===== src/rtl/sudpm_params.svh =====
`ifndef SUDPM_PARAMS_SVH
`define SUDPM_PARAMS_SVH

// Register indices; byte address is four times the index
`define SUDPM_IDX_FWD_CTRL 8'h0e
`define SUDPM_IDX_MAC_HI 8'h10
`define SUDPM_IDX_MAC_MID 8'h12
`define SUDPM_IDX_MAC_LO 8'h14
`define SUDPM_IDX_DSCP 8'h16

// Avalon address and data widths
`define SUDPM_ADDR_W 10
`define SUDPM_DATA_W 32

// Forwarding control field layout
`define SUDPM_FWD_EN_BIT 7
`define SUDPM_FWD_MASK_MSB 2
`define SUDPM_FWD_RSVD_VAL 16'h0800

// Reset values
`define SUDPM_FWD_EN_RST 1'h0
`define SUDPM_FWD_MASK_RST 3'h7
`define SUDPM_MAC_LO_RST 16'hffff
`define SUDPM_DSCP_RST 16'h0000
`define SUDPM_RDATA_RST 32'h0000_0000

// Port set used when unknown-destination steering is off
`define SUDPM_ALL_PORTS 3'h7

// Classifier constants
`define SUDPM_DSCP_FIELDS 8
`define SUDPM_DSCP_TOP 6'h07

`endif


===== src/rtl/sudpm_pkg.sv =====
package sudpm_pkg;

  // Register selected by a bus address
  typedef enum logic [2:0] {
    SUDPM_SEL_NONE,
    SUDPM_SEL_FWD,
    SUDPM_SEL_MAC_HI,
    SUDPM_SEL_MAC_MID,
    SUDPM_SEL_MAC_LO,
    SUDPM_SEL_DSCP
  } sudpm_sel_type;

  // Register bank state
  typedef struct packed {
    logic ack;
    logic [31:0] rdata;
    logic fwd_en;
    logic [2:0] fwd_mask;
    logic [15:0] mac_hi;
    logic [15:0] mac_mid;
    logic [15:0] mac_lo;
    logic [15:0] dscp_map;
  } sudpm_regs_type;

  // Unknown-destination decision state
  typedef struct packed {
    logic valid;
    logic [2:0] ports;
  } sudpm_fwd_type;

  // DSCP lookup state
  typedef struct packed {
    logic valid;
    logic hit;
    logic [1:0] prio;
  } sudpm_dscp_type;

endpackage : sudpm_pkg


===== src/rtl/sudpm_unknown_fwd.sv =====
`timescale 1ns/1ps
`include "sudpm_params.svh"

module sudpm_unknown_fwd
(
  input wire logic mclk_in, // Core clock
  input wire logic rst_b_in, // Synchronous reset, active low
  input wire logic fwd_en_in, // Unknown-destination steering enable
  input wire logic [2:0] fwd_mask_in, // Unknown-destination port mask
  input wire logic lookup_valid_in, // Lookup result strobe
  input wire logic lookup_miss_in, // Destination absent from table
  output logic fwd_valid_out, // Port set strobe for a miss
  output logic [2:0] fwd_ports_out // Ports to send the frame to
);

  sudpm_pkg::sudpm_fwd_type q;
  sudpm_pkg::sudpm_fwd_type d;

  // Pick the port set for a frame whose destination is unknown
  always_comb
  begin
    d = q;
    d.valid = lookup_valid_in & lookup_miss_in;
    if (lookup_valid_in && lookup_miss_in)
    begin
      if (fwd_en_in)
        d.ports = fwd_mask_in;
      else
        d.ports = `SUDPM_ALL_PORTS;
    end
  end

  // State register
  always_ff @(posedge mclk_in)
  begin
    if (!rst_b_in)
    begin
      q.valid <= 1'b0;
      q.ports <= 3'h0;
    end
    else
    begin
      q <= d;
    end
  end

  assign fwd_valid_out = q.valid;
  assign fwd_ports_out = q.ports;
endmodule : sudpm_unknown_fwd


===== src/rtl/sudpm_dscp_map.sv =====
`timescale 1ns/1ps
`include "sudpm_params.svh"

module sudpm_dscp_map
(
  input wire logic mclk_in, // Core clock
  input wire logic rst_b_in, // Synchronous reset, active low
  input wire logic [15:0] map_in, // Priority fields for DSCP 0 to 7
  input wire logic cls_valid_in, // Classifier strobe
  input wire logic cls_is_ip_in, // Frame recognised as IPv4 or IPv6
  input wire logic [5:0] cls_dscp_in, // DSCP of the frame
  output logic prio_valid_out, // Lookup result strobe
  output logic prio_hit_out, // Priority came from this table
  output logic [1:0] prio_out // Mapped priority
);

  sudpm_pkg::sudpm_dscp_type q;
  sudpm_pkg::sudpm_dscp_type d;
  logic [1:0] field [`SUDPM_DSCP_FIELDS];

  // Split the map into one 2-bit field per DSCP value 0 to 7
  genvar gi;
  generate
    for (gi = 0; gi < `SUDPM_DSCP_FIELDS; gi++)
    begin : g_field
      assign field[gi] = map_in[2 * gi + 1 -: 2];
    end
  endgenerate

  // Look up IP frames whose DSCP falls in this table
  always_comb
  begin
    d = q;
    d.valid = cls_valid_in;
    d.hit = 1'b0;
    d.prio = 2'h0;
    if (cls_valid_in && cls_is_ip_in && cls_dscp_in <= `SUDPM_DSCP_TOP)
    begin
      d.hit = 1'b1;
      d.prio = field[cls_dscp_in[2:0]];
    end
  end

  // State register
  always_ff @(posedge mclk_in)
  begin
    if (!rst_b_in)
    begin
      q.valid <= 1'b0;
      q.hit <= 1'b0;
      q.prio <= 2'h0;
    end
    else
    begin
      q <= d;
    end
  end

  assign prio_valid_out = q.valid;
  assign prio_hit_out = q.hit;
  assign prio_out = q.prio;
endmodule : sudpm_dscp_map


===== src/rtl/sudpm_regbank.sv =====
// Contract
// - With the unknown-destination enable set, frames missing from the lookup table go to the masked ports, else the mask is ignored.
// - A three-bit port mask (bit 2 host port 3, bit 1 port 2, bit 0 port 1) resets to all ones and acts only while enabled.
// - PAUSE frames carry the 48-bit source address built from three 16-bit registers, high bits at the lowest offset.
// - A 2-bit priority is kept for each of the 64 DSCP values of received IP frames; this bank keeps only the first map register, values 0 to 7.
// - DSCP values 0 to 7 take their priority from the first map register, value n from bits 2n+1:2n.
// - Every priority field of the first map register reads zero after reset.
`timescale 1ns/1ps
`include "sudpm_params.svh"

module sudpm_regbank
#(
  parameter logic [15:0] MAC_HI_RST = 16'h0200, // Arbitrary value
  parameter logic [15:0] MAC_MID_RST = 16'h0000 // Arbitrary value
)
(
  input wire logic mclk_in, // Core clock, 200 MHz
  input wire logic rst_b_in, // Synchronous reset, active low
  input wire logic [`SUDPM_ADDR_W-1:0] avs_address_in, // Avalon byte address
  input wire logic avs_read_in, // Avalon read
  input wire logic avs_write_in, // Avalon write
  input wire logic [`SUDPM_DATA_W-1:0] avs_writedata_in, // Avalon write data
  input wire logic [3:0] avs_byteenable_in, // Avalon byte enables
  output logic [`SUDPM_DATA_W-1:0] avs_readdata_out, // Avalon read data
  output logic avs_waitrequest_out, // Avalon wait request
  input wire logic lookup_valid_in, // Address lookup result strobe
  input wire logic lookup_miss_in, // Destination not in lookup table
  output logic unknown_fwd_valid_out, // Port set strobe for a miss
  output logic [2:0] unknown_fwd_ports_out, // Ports for the unknown frame
  input wire logic cls_valid_in, // Classifier strobe
  input wire logic cls_is_ip_in, // Frame is IPv4 or IPv6
  input wire logic [5:0] cls_dscp_in, // DSCP of the frame
  output logic cls_prio_valid_out, // Priority result strobe
  output logic cls_prio_hit_out, // Priority came from DSCP 0 to 7 table
  output logic [1:0] cls_prio_out, // Mapped priority
  output logic [47:0] pause_source_address_out // PAUSE frame source address
);

  sudpm_pkg::sudpm_regs_type q;
  sudpm_pkg::sudpm_regs_type d;
  sudpm_pkg::sudpm_sel_type sel;
  logic req;
  logic [15:0] rd_word;

  // Map a register index to the register it selects
  function automatic sudpm_pkg::sudpm_sel_type decode_idx(input logic [7:0] idx);
    sudpm_pkg::sudpm_sel_type s;
    s = sudpm_pkg::SUDPM_SEL_NONE;
    unique case (idx)
      `SUDPM_IDX_FWD_CTRL: s = sudpm_pkg::SUDPM_SEL_FWD;
      `SUDPM_IDX_MAC_HI: s = sudpm_pkg::SUDPM_SEL_MAC_HI;
      `SUDPM_IDX_MAC_MID: s = sudpm_pkg::SUDPM_SEL_MAC_MID;
      `SUDPM_IDX_MAC_LO: s = sudpm_pkg::SUDPM_SEL_MAC_LO;
      `SUDPM_IDX_DSCP: s = sudpm_pkg::SUDPM_SEL_DSCP;
      default: s = sudpm_pkg::SUDPM_SEL_NONE;
    endcase
    return s;
  endfunction : decode_idx

  // Merge a write into a 16-bit register under the two low byte lanes
  function automatic logic [15:0] merge16(input logic [15:0] old_v, input logic [15:0] new_v,
                                           input logic [1:0] be);
    logic [15:0] r;
    r = old_v;
    if (be[0])
      r[7:0] = new_v[7:0];
    if (be[1])
      r[15:8] = new_v[15:8];
    return merge16_done(r);
  endfunction : merge16

  // Identity helper that keeps the merge result width explicit
  function automatic logic [15:0] merge16_done(input logic [15:0] v);
    return v;
  endfunction : merge16_done

  // Bus request and register select
  assign req = avs_read_in | avs_write_in;
  assign sel = decode_idx(avs_address_in[`SUDPM_ADDR_W-1:2]);

  // Read view of the selected register; unmapped places read zero, reserved control bits read as 16'h0800
  always_comb
  begin
    rd_word = 16'h0000;
    unique case (sel)
      sudpm_pkg::SUDPM_SEL_FWD:
      begin
        rd_word = `SUDPM_FWD_RSVD_VAL;
        rd_word[`SUDPM_FWD_EN_BIT] = q.fwd_en;
        rd_word[`SUDPM_FWD_MASK_MSB:0] = q.fwd_mask;
      end
      sudpm_pkg::SUDPM_SEL_MAC_HI: rd_word = q.mac_hi;
      sudpm_pkg::SUDPM_SEL_MAC_MID: rd_word = q.mac_mid;
      sudpm_pkg::SUDPM_SEL_MAC_LO: rd_word = q.mac_lo;
      sudpm_pkg::SUDPM_SEL_DSCP: rd_word = q.dscp_map;
      sudpm_pkg::SUDPM_SEL_NONE: rd_word = 16'h0000;
    endcase
  end

  // One wait state: read data is loaded in the first cycle, writes land on the release edge
  always_comb
  begin
    d = q;
    d.ack = req & ~q.ack;
    if (req && !q.ack)
      d.rdata = {16'h0000, rd_word};
    if (avs_write_in && q.ack)
    begin
      unique case (sel)
        sudpm_pkg::SUDPM_SEL_FWD:
        begin
          if (avs_byteenable_in[0])
          begin
            d.fwd_en = avs_writedata_in[`SUDPM_FWD_EN_BIT];
            d.fwd_mask = avs_writedata_in[`SUDPM_FWD_MASK_MSB:0];
          end
        end
        sudpm_pkg::SUDPM_SEL_MAC_HI:
          d.mac_hi = merge16(q.mac_hi, avs_writedata_in[15:0], avs_byteenable_in[1:0]);
        sudpm_pkg::SUDPM_SEL_MAC_MID:
          d.mac_mid = merge16(q.mac_mid, avs_writedata_in[15:0], avs_byteenable_in[1:0]);
        sudpm_pkg::SUDPM_SEL_MAC_LO:
          d.mac_lo = merge16(q.mac_lo, avs_writedata_in[15:0], avs_byteenable_in[1:0]);
        sudpm_pkg::SUDPM_SEL_DSCP:
          d.dscp_map = merge16(q.dscp_map, avs_writedata_in[15:0], avs_byteenable_in[1:0]);
        sudpm_pkg::SUDPM_SEL_NONE:
          d.ack = 1'b0;
      endcase
    end
  end

  // State register with documented reset values
  always_ff @(posedge mclk_in)
  begin
    if (!rst_b_in)
    begin
      q.ack <= 1'b0;
      q.rdata <= `SUDPM_RDATA_RST;
      q.fwd_en <= `SUDPM_FWD_EN_RST;
      q.fwd_mask <= `SUDPM_FWD_MASK_RST;
      q.mac_hi <= MAC_HI_RST;
      q.mac_mid <= MAC_MID_RST;
      q.mac_lo <= `SUDPM_MAC_LO_RST;
      q.dscp_map <= `SUDPM_DSCP_RST;
    end
    else
    begin
      q <= d;
    end
  end

  // Bus answers
  assign avs_waitrequest_out = req & ~q.ack;
  assign avs_readdata_out = q.rdata;

  // PAUSE source address, high word at the lowest offset
  assign pause_source_address_out = {q.mac_hi, q.mac_mid, q.mac_lo};

  // Unknown-destination port selection
  sudpm_unknown_fwd u_unknown_fwd
  (
    .mclk_in(mclk_in),
    .rst_b_in(rst_b_in),
    .fwd_en_in(q.fwd_en),
    .fwd_mask_in(q.fwd_mask),
    .lookup_valid_in(lookup_valid_in),
    .lookup_miss_in(lookup_miss_in),
    .fwd_valid_out(unknown_fwd_valid_out),
    .fwd_ports_out(unknown_fwd_ports_out)
  );

  // DSCP to priority lookup for values 0 to 7
  sudpm_dscp_map u_dscp_map
  (
    .mclk_in(mclk_in),
    .rst_b_in(rst_b_in),
    .map_in(q.dscp_map),
    .cls_valid_in(cls_valid_in),
    .cls_is_ip_in(cls_is_ip_in),
    .cls_dscp_in(cls_dscp_in),
    .prio_valid_out(cls_prio_valid_out),
    .prio_hit_out(cls_prio_hit_out),
    .prio_out(cls_prio_out)
  );
endmodule : sudpm_regbank


===== config.mk =====
export PLATFORM = sky130hd
export DESIGN_NAME = sudpm_regbank
export DESIGN_NICKNAME = d
export VERILOG_FILES = /design/src/rtl/sudpm_pkg.sv /design/src/rtl/sudpm_unknown_fwd.sv /design/src/rtl/sudpm_dscp_map.sv /design/src/rtl/sudpm_regbank.sv
export VERILOG_INCLUDE_DIRS = /design/src /design/src/rtl
export SDC_FILE = /design/constraint.sdc
export NUM_CORES = 1
export LEC_CHECK = 0
export BUFFER_PORTS_ARGS = -buffer_cell sky130_fd_sc_hd__buf_2
export CORE_ASPECT_RATIO = 0.75
export CORE_MARGIN = 2
export CORE_UTILIZATION = 45
export DETAILED_ROUTE_END_ITERATION = 16
export PLACE_DENSITY = 0.75
export SLEW_MARGIN = 20
export SYNTH_ARGS = -nofsm -noshare
export SYNTH_HDL_FRONTEND = slang
export SYNTH_SLANG_ARGS = --single-unit
export TNS_END_PERCENT = 100

===== constraint.sdc =====
create_clock -name mclk_in -period 2 [get_ports mclk_in]
set_clock_uncertainty 0.05 [all_clocks]
set_input_delay 0.3 -clock mclk_in [delete_from_list [all_inputs] [get_ports mclk_in]]
set_output_delay 0.3 -clock mclk_in [all_outputs]
set_load 0.01 [all_outputs]

Yosys cells after proc, flatten, opt, wreduce, memory -nomap -nowiden --
Index checks and enable logic that the tools add are counted.
Word-level totals: register bits after elaboration 93, bits of input ports 60, output and inout port bits 89, word-level logic and storage cells 60
Operators by class: reductions and logical operators 17, $lt $le $gt $ge 2, bitwise gates (word level) 5, muxes and demuxes 9, equal/unequal tests 10
Operators with widths (number):
- $pmux 16 s6 | 1
- $eq 8x5->1 const B | 4
- $reduce_and 3->1 | 9
- $pmux 3 s5 | 1
- $eq 8x4->1 const B | 1
- $bmux 2 s3 | 1
- $eq 3x2->1 const B | 2
- $eq 3x3->1 const B | 2
- $le 6x3->1 const B | 1
- $mux 3 | 2
- $logic_and 1x1->1 | 5
- $ge 4x4->1 const B | 1
- $mux 2 | 2
- $not 3->4 | 1
- $eq 3x1->1 const B | 1
- $logic_not 3->1 | 1
- $and 1x1->1 | 2
- $mux 1 | 2
- $reduce_and 2->1 | 1
- $logic_not 1->1 | 1
- $not 1->1 | 1
- $or 1x1->1 | 1

Logic depth before layout (Yosys ltp) --
depth after elaboration 5, mapped depth 7, gate-level depth less buffers 5

Cells and area by module --
From an unflattened synthesis, not the netlist that was laid out.
Second synthesis, totals: cells, all modules 537, area, all modules 4800.9 um2
By module, submodules not included:
- sudpm_regbank | area each 4413.0 um2, sequential area each 1701.6 um2, times used 1, cells an instance 509
- sudpm_dscp_map | area each 235.2 um2, sequential area each 80.1 um2, times used 1, cells an instance 16
- sudpm_unknown_fwd | area each 152.6 um2, sequential area each 80.1 um2, times used 1, cells an instance 12

Worst setup path after synthesis --
Ideal clock, no wire load.
path kind input-to-reg, from input port avs_address_in[3], to register q (netlist bit avs_readdata_out[6]), path slack 16 ps, path buffers 2, cell stages on the path 4, arrival 1817 ps, setup time 117 ps, data required time 1833 ps, cells stage by stage clkbuf_1 -> buf_2 -> mux4_2 -> a32o_1
Between the ends: cells in the longest elaborated chain, start to end 4, elaborated cells on any way between the ends 13, classes of those cells eq/ne: 10; mux: 2; reduce/logical: 1
RTL lines:
- from (decl) | line sudpm_regbank.sv:19 | input wire logic [`SUDPM_ADDR_W-1:0] avs_address_in,
- $eq 8x5->1 / $eq 8x4->1 (equally long branches) | line sudpm_regbank.sv:49 | unique case (idx)
- $pmux 3 s5 (*) | line sudpm_regbank.sv:49
- $eq 3x3->1 (tied with other cells) | line sudpm_regbank.sv:85 | unique case (sel)
- $pmux 16 s6 (*) | line sudpm_regbank.sv:85
- to (decl) | line sudpm_regbank.sv:39 | sudpm_pkg::sudpm_regs_type q;
Every way passes the cells marked *; elsewhere a longest branch is shown, timed or not. A chain may end at the register's enable or synchronous reset.

Final worst setup path --
from input port avs_address_in[2], to register q[2] (netlist bit)
Between the ends: cells in the longest elaborated chain, start to end 4, elaborated cells on any way between the ends 8, classes of those cells eq/ne: 6; mux: 1; reduce/logical: 1
RTL lines:
- $eq 8x5->1 / $eq 8x4->1 (equally long branches) | line sudpm_regbank.sv:49
- $pmux 3 s5 (*) | line sudpm_regbank.sv:49
- $eq 3x3->1 (*) | line sudpm_regbank.sv:109 | unique case (sel)
- $reduce_and 3->1 (no source line) (*)
Marked as above.

==> results.yml <==
run_status:
  status: "finished, final reports clean"
synthesis:
  synthAdderAreaFrac_pct: 0
  netlist_area_sq_mm: 0.00455
  netlist_instances: 442
  synth_top_family_by_area: "multiplexers"
  synth-seq-cells: 93
  synth-compound-area-share_pct: 8.03
  synth_edf_count: 0
  synthSimpleGateAreaFrac_pct: 15.5
  synth-main-ff-cell: "dfxtp_1"
  async_flop_share_pct: 0
  synth_top_cell_by_area: "dfxtp_1"
  synth_cell_types: 35
  synth-xor-area-share_pct: 0
  yosysTopAreaCellShare_pct: 40.9
  synthMuxAreaShare_pct: 19.8
  syn_avg_cell_area_sq_um: 10.3
  ys_top_cells_by_area: "dfxtp_1 (41%), buf_4 (13%), mux2i_1 (9.9%), mux4_2 (9.9%), nor2b_1 (3.6%)"
  yosysWarningCount: 0
  synth-seq-area-share_pct: 40.9
power:
  switching_share_pct: 23.5
  p_seq_share_pct: 50.7
  clkPwrFrac_pct: 41.5
  p_int_uw: 2820
  p_leak_uw: 0.00235
  pwr-share-comb_pct: 7.8
  ir_drop_v: 0.000482
  netSwitchingPower_uw: 870
  powerDensity_mw_per_mm2: 728
grt:
  antenna_found_initial: 0
  grt_usage_pct: 19.4
  grt_max_degree: 87
  gr-total-overflow: 0
  grt_first_pass_wirelength_um: 16200
  grt_pass1_vias: 3002
die:
  core_sq_mm: 0.00974
  ios: 149
  rows: 31
  fp.dieArea_sq_mm: 0.0109
  die_w_um: 120
  die_h_um: 91.1
  initial_core_util_pct: 46.8
timing:
  slew_violations: 0
  setup_tns_ns: 0
  fin_crit_sh_pct: 87.3
  setup_viol: 0
  timing.hold.ws_ns: 0.139
  post-route-min-period_ns: 1.75
  hold_viol_final: 0
  rsz0062_at_grt: "no"
  max_freq_mhz: 573
clock_tree:
  cts_hold_buffers: 0
  cts_sinks: 93
  htreeDepth: 3
  cts_resized: 0
  cts_made_buffers: 9
  clockBufferDepth: 2
  cts-root-buf: "clkbuf_16"
  cts_setup_buffers: 0
  clk_latency_ns: 0.34
  clk_pin_slew_ns: 0.06
  cts_tree: "done"
route:
  num_vias: 3204
  avgRoutedWirePerCell_um: 16.5
  ant_nets: 0
  viasPerCell: 5.05
  drc_errors: 0
  drt_iter0_drc: 231
  routed_wl_um: 10500
  dr.pass1.iters: 4
critical_path:
  endpoint_kind: "flip-flop"
  r2r_cells: 5
  crit_type: "in2reg"
  reg2reg_slack_ns: 0.33
  crit_path_max_fanout: 16
  required_ns: 2.19
  worst_ep_arrival_time_ns: 1.93
  cp-start-kind: "input port"
worst_hold_path:
  hold_depth: 2
  hold_class: "in2reg"
placed_design:
  place.gp.congestion: 0.806
  place_inst: 618
  portBuffers: 112
  dp_hpwl_um: 7940
final_layout:
  areaGrowthSynthToFinish_pct: 11.5
  multiInputGateArea_sq_mm: 0.00204
  antenna_cells: 0
  layout.cells.non_filler: 634
  drive_gt1_share_pct: 37.1
  register_area_sq_mm: 0.00186
  n_fill_cell: 866
  nets: 557
run:
  max_cap_viol_count: 0
-- synth_stat cells, drive strengths merged (2+ instances only) --
cell	count
nand4	6
mux2i	45
nor4	2
or4	2
nor2b	26
buf	87
o21ai	30
nand2b	2
and3	3
nand3b	3
o211a	3
nand3	26
a32o	11
inv	2
nor2	9
a21oi	2
dfxtp	93
a221oi	4
nand2	39
and2	4
clkbuf	18
mux4	20
-- routing by layer --
layer  GRT usage (%)  part of all wire [%]
met5               0                     0
met4            5.20                   1.0
met3            6.09                   6.7
met2            28.2                    44
met1            27.7                    48
-- power groups by stage --
stage | sequential, uW | combinational (uW) | clock, uW
floorplan | 1920 | 195 | 0
global placement | 1920 | 280 | 0
detailed placement | 1920 | 286 | 0
CTS | 1870 | 288 | 1560
global route | 1870 | 312 | 1650
finish | 1870 | 288 | 1530
-- worst paths after layout --
path	to	startpoint
hold / removal	u_dscp_map.prio_valid_out$_SDFF_PN0_	cls_valid_in
setup reg to reg	q[14]$_SDFFE_PN0P_	q[100]$_SDFF_PN0_
setup / recovery	q[2]$_SDFFE_PN0P_	avs_address_in[2]
hold reg to reg	avs_readdata_out[6]$_SDFFE_PN0P_	avs_readdata_out[6]$_SDFFE_PN0P_
-- critical path: stages --
cell,delay (ns)
buf_2,0.10
or4_4,0.56
or4_1,0.56
buf_4,0.23
nand3_1,0.12
o21ai_2,0.06
-- cell families after synthesis --
kind of cell | Yosys count
compound gates | 50
buf+inv | 107
flops | 93
mux | 65
other cells | 1
simple gates | 126
-- state kept, by name, indices dropped and copies added (netlist names) --
name,flops
u_dscp_map.prio_hit_out,1
u_unknown_fwd.fwd_valid_out,1
u_unknown_fwd.fwd_ports_out,3
avs_readdata_out,16
q,21
u_dscp_map.prio_valid_out,1
pause_source_address_out,48
u_dscp_map.prio_out,2
-- placed cells by master, fill, tap and decap left out, types with 11 or more instances in the layout --
master	netlist	final
buf_4	80	21
conb_1	1	16
nand3_1	24	24
o21ai_0	22	22
mux2i_1	45	45
dfxtp_1	93	93
mux4_2	20	20
buf_2	3	112
nor2b_1	26	26
a32o_1	11	11
nand2_1	39	39
-- area by class of cell --
cell class,instances,share of cell area [%]
Sequential cell,93,36.7
Multi-Input combinational cell,257,40.2
Inverter,2,0.148
Timing Repair Buffer,134,14.5
Clock buffer,12,4.66
Clock inverter,4,0.493
Tap cell,132,3.26
-- per-stage QoR --
stage                     instance area [sq um]  worst slack (ns)  power, uW  util, %
final                                      5070             0.254       3690     52.1
after global routing                       5070             0.195       3840     52.1
after CTS                                  5070             0.275       3730     52.1
after detailed placement                   4810           -0.0731       2200     49.4
after global placement                     4810           -0.0709       2200     49.4
after floorplan                            4610            0.0160       2110        -
Power figures use the tool's default switching activity.
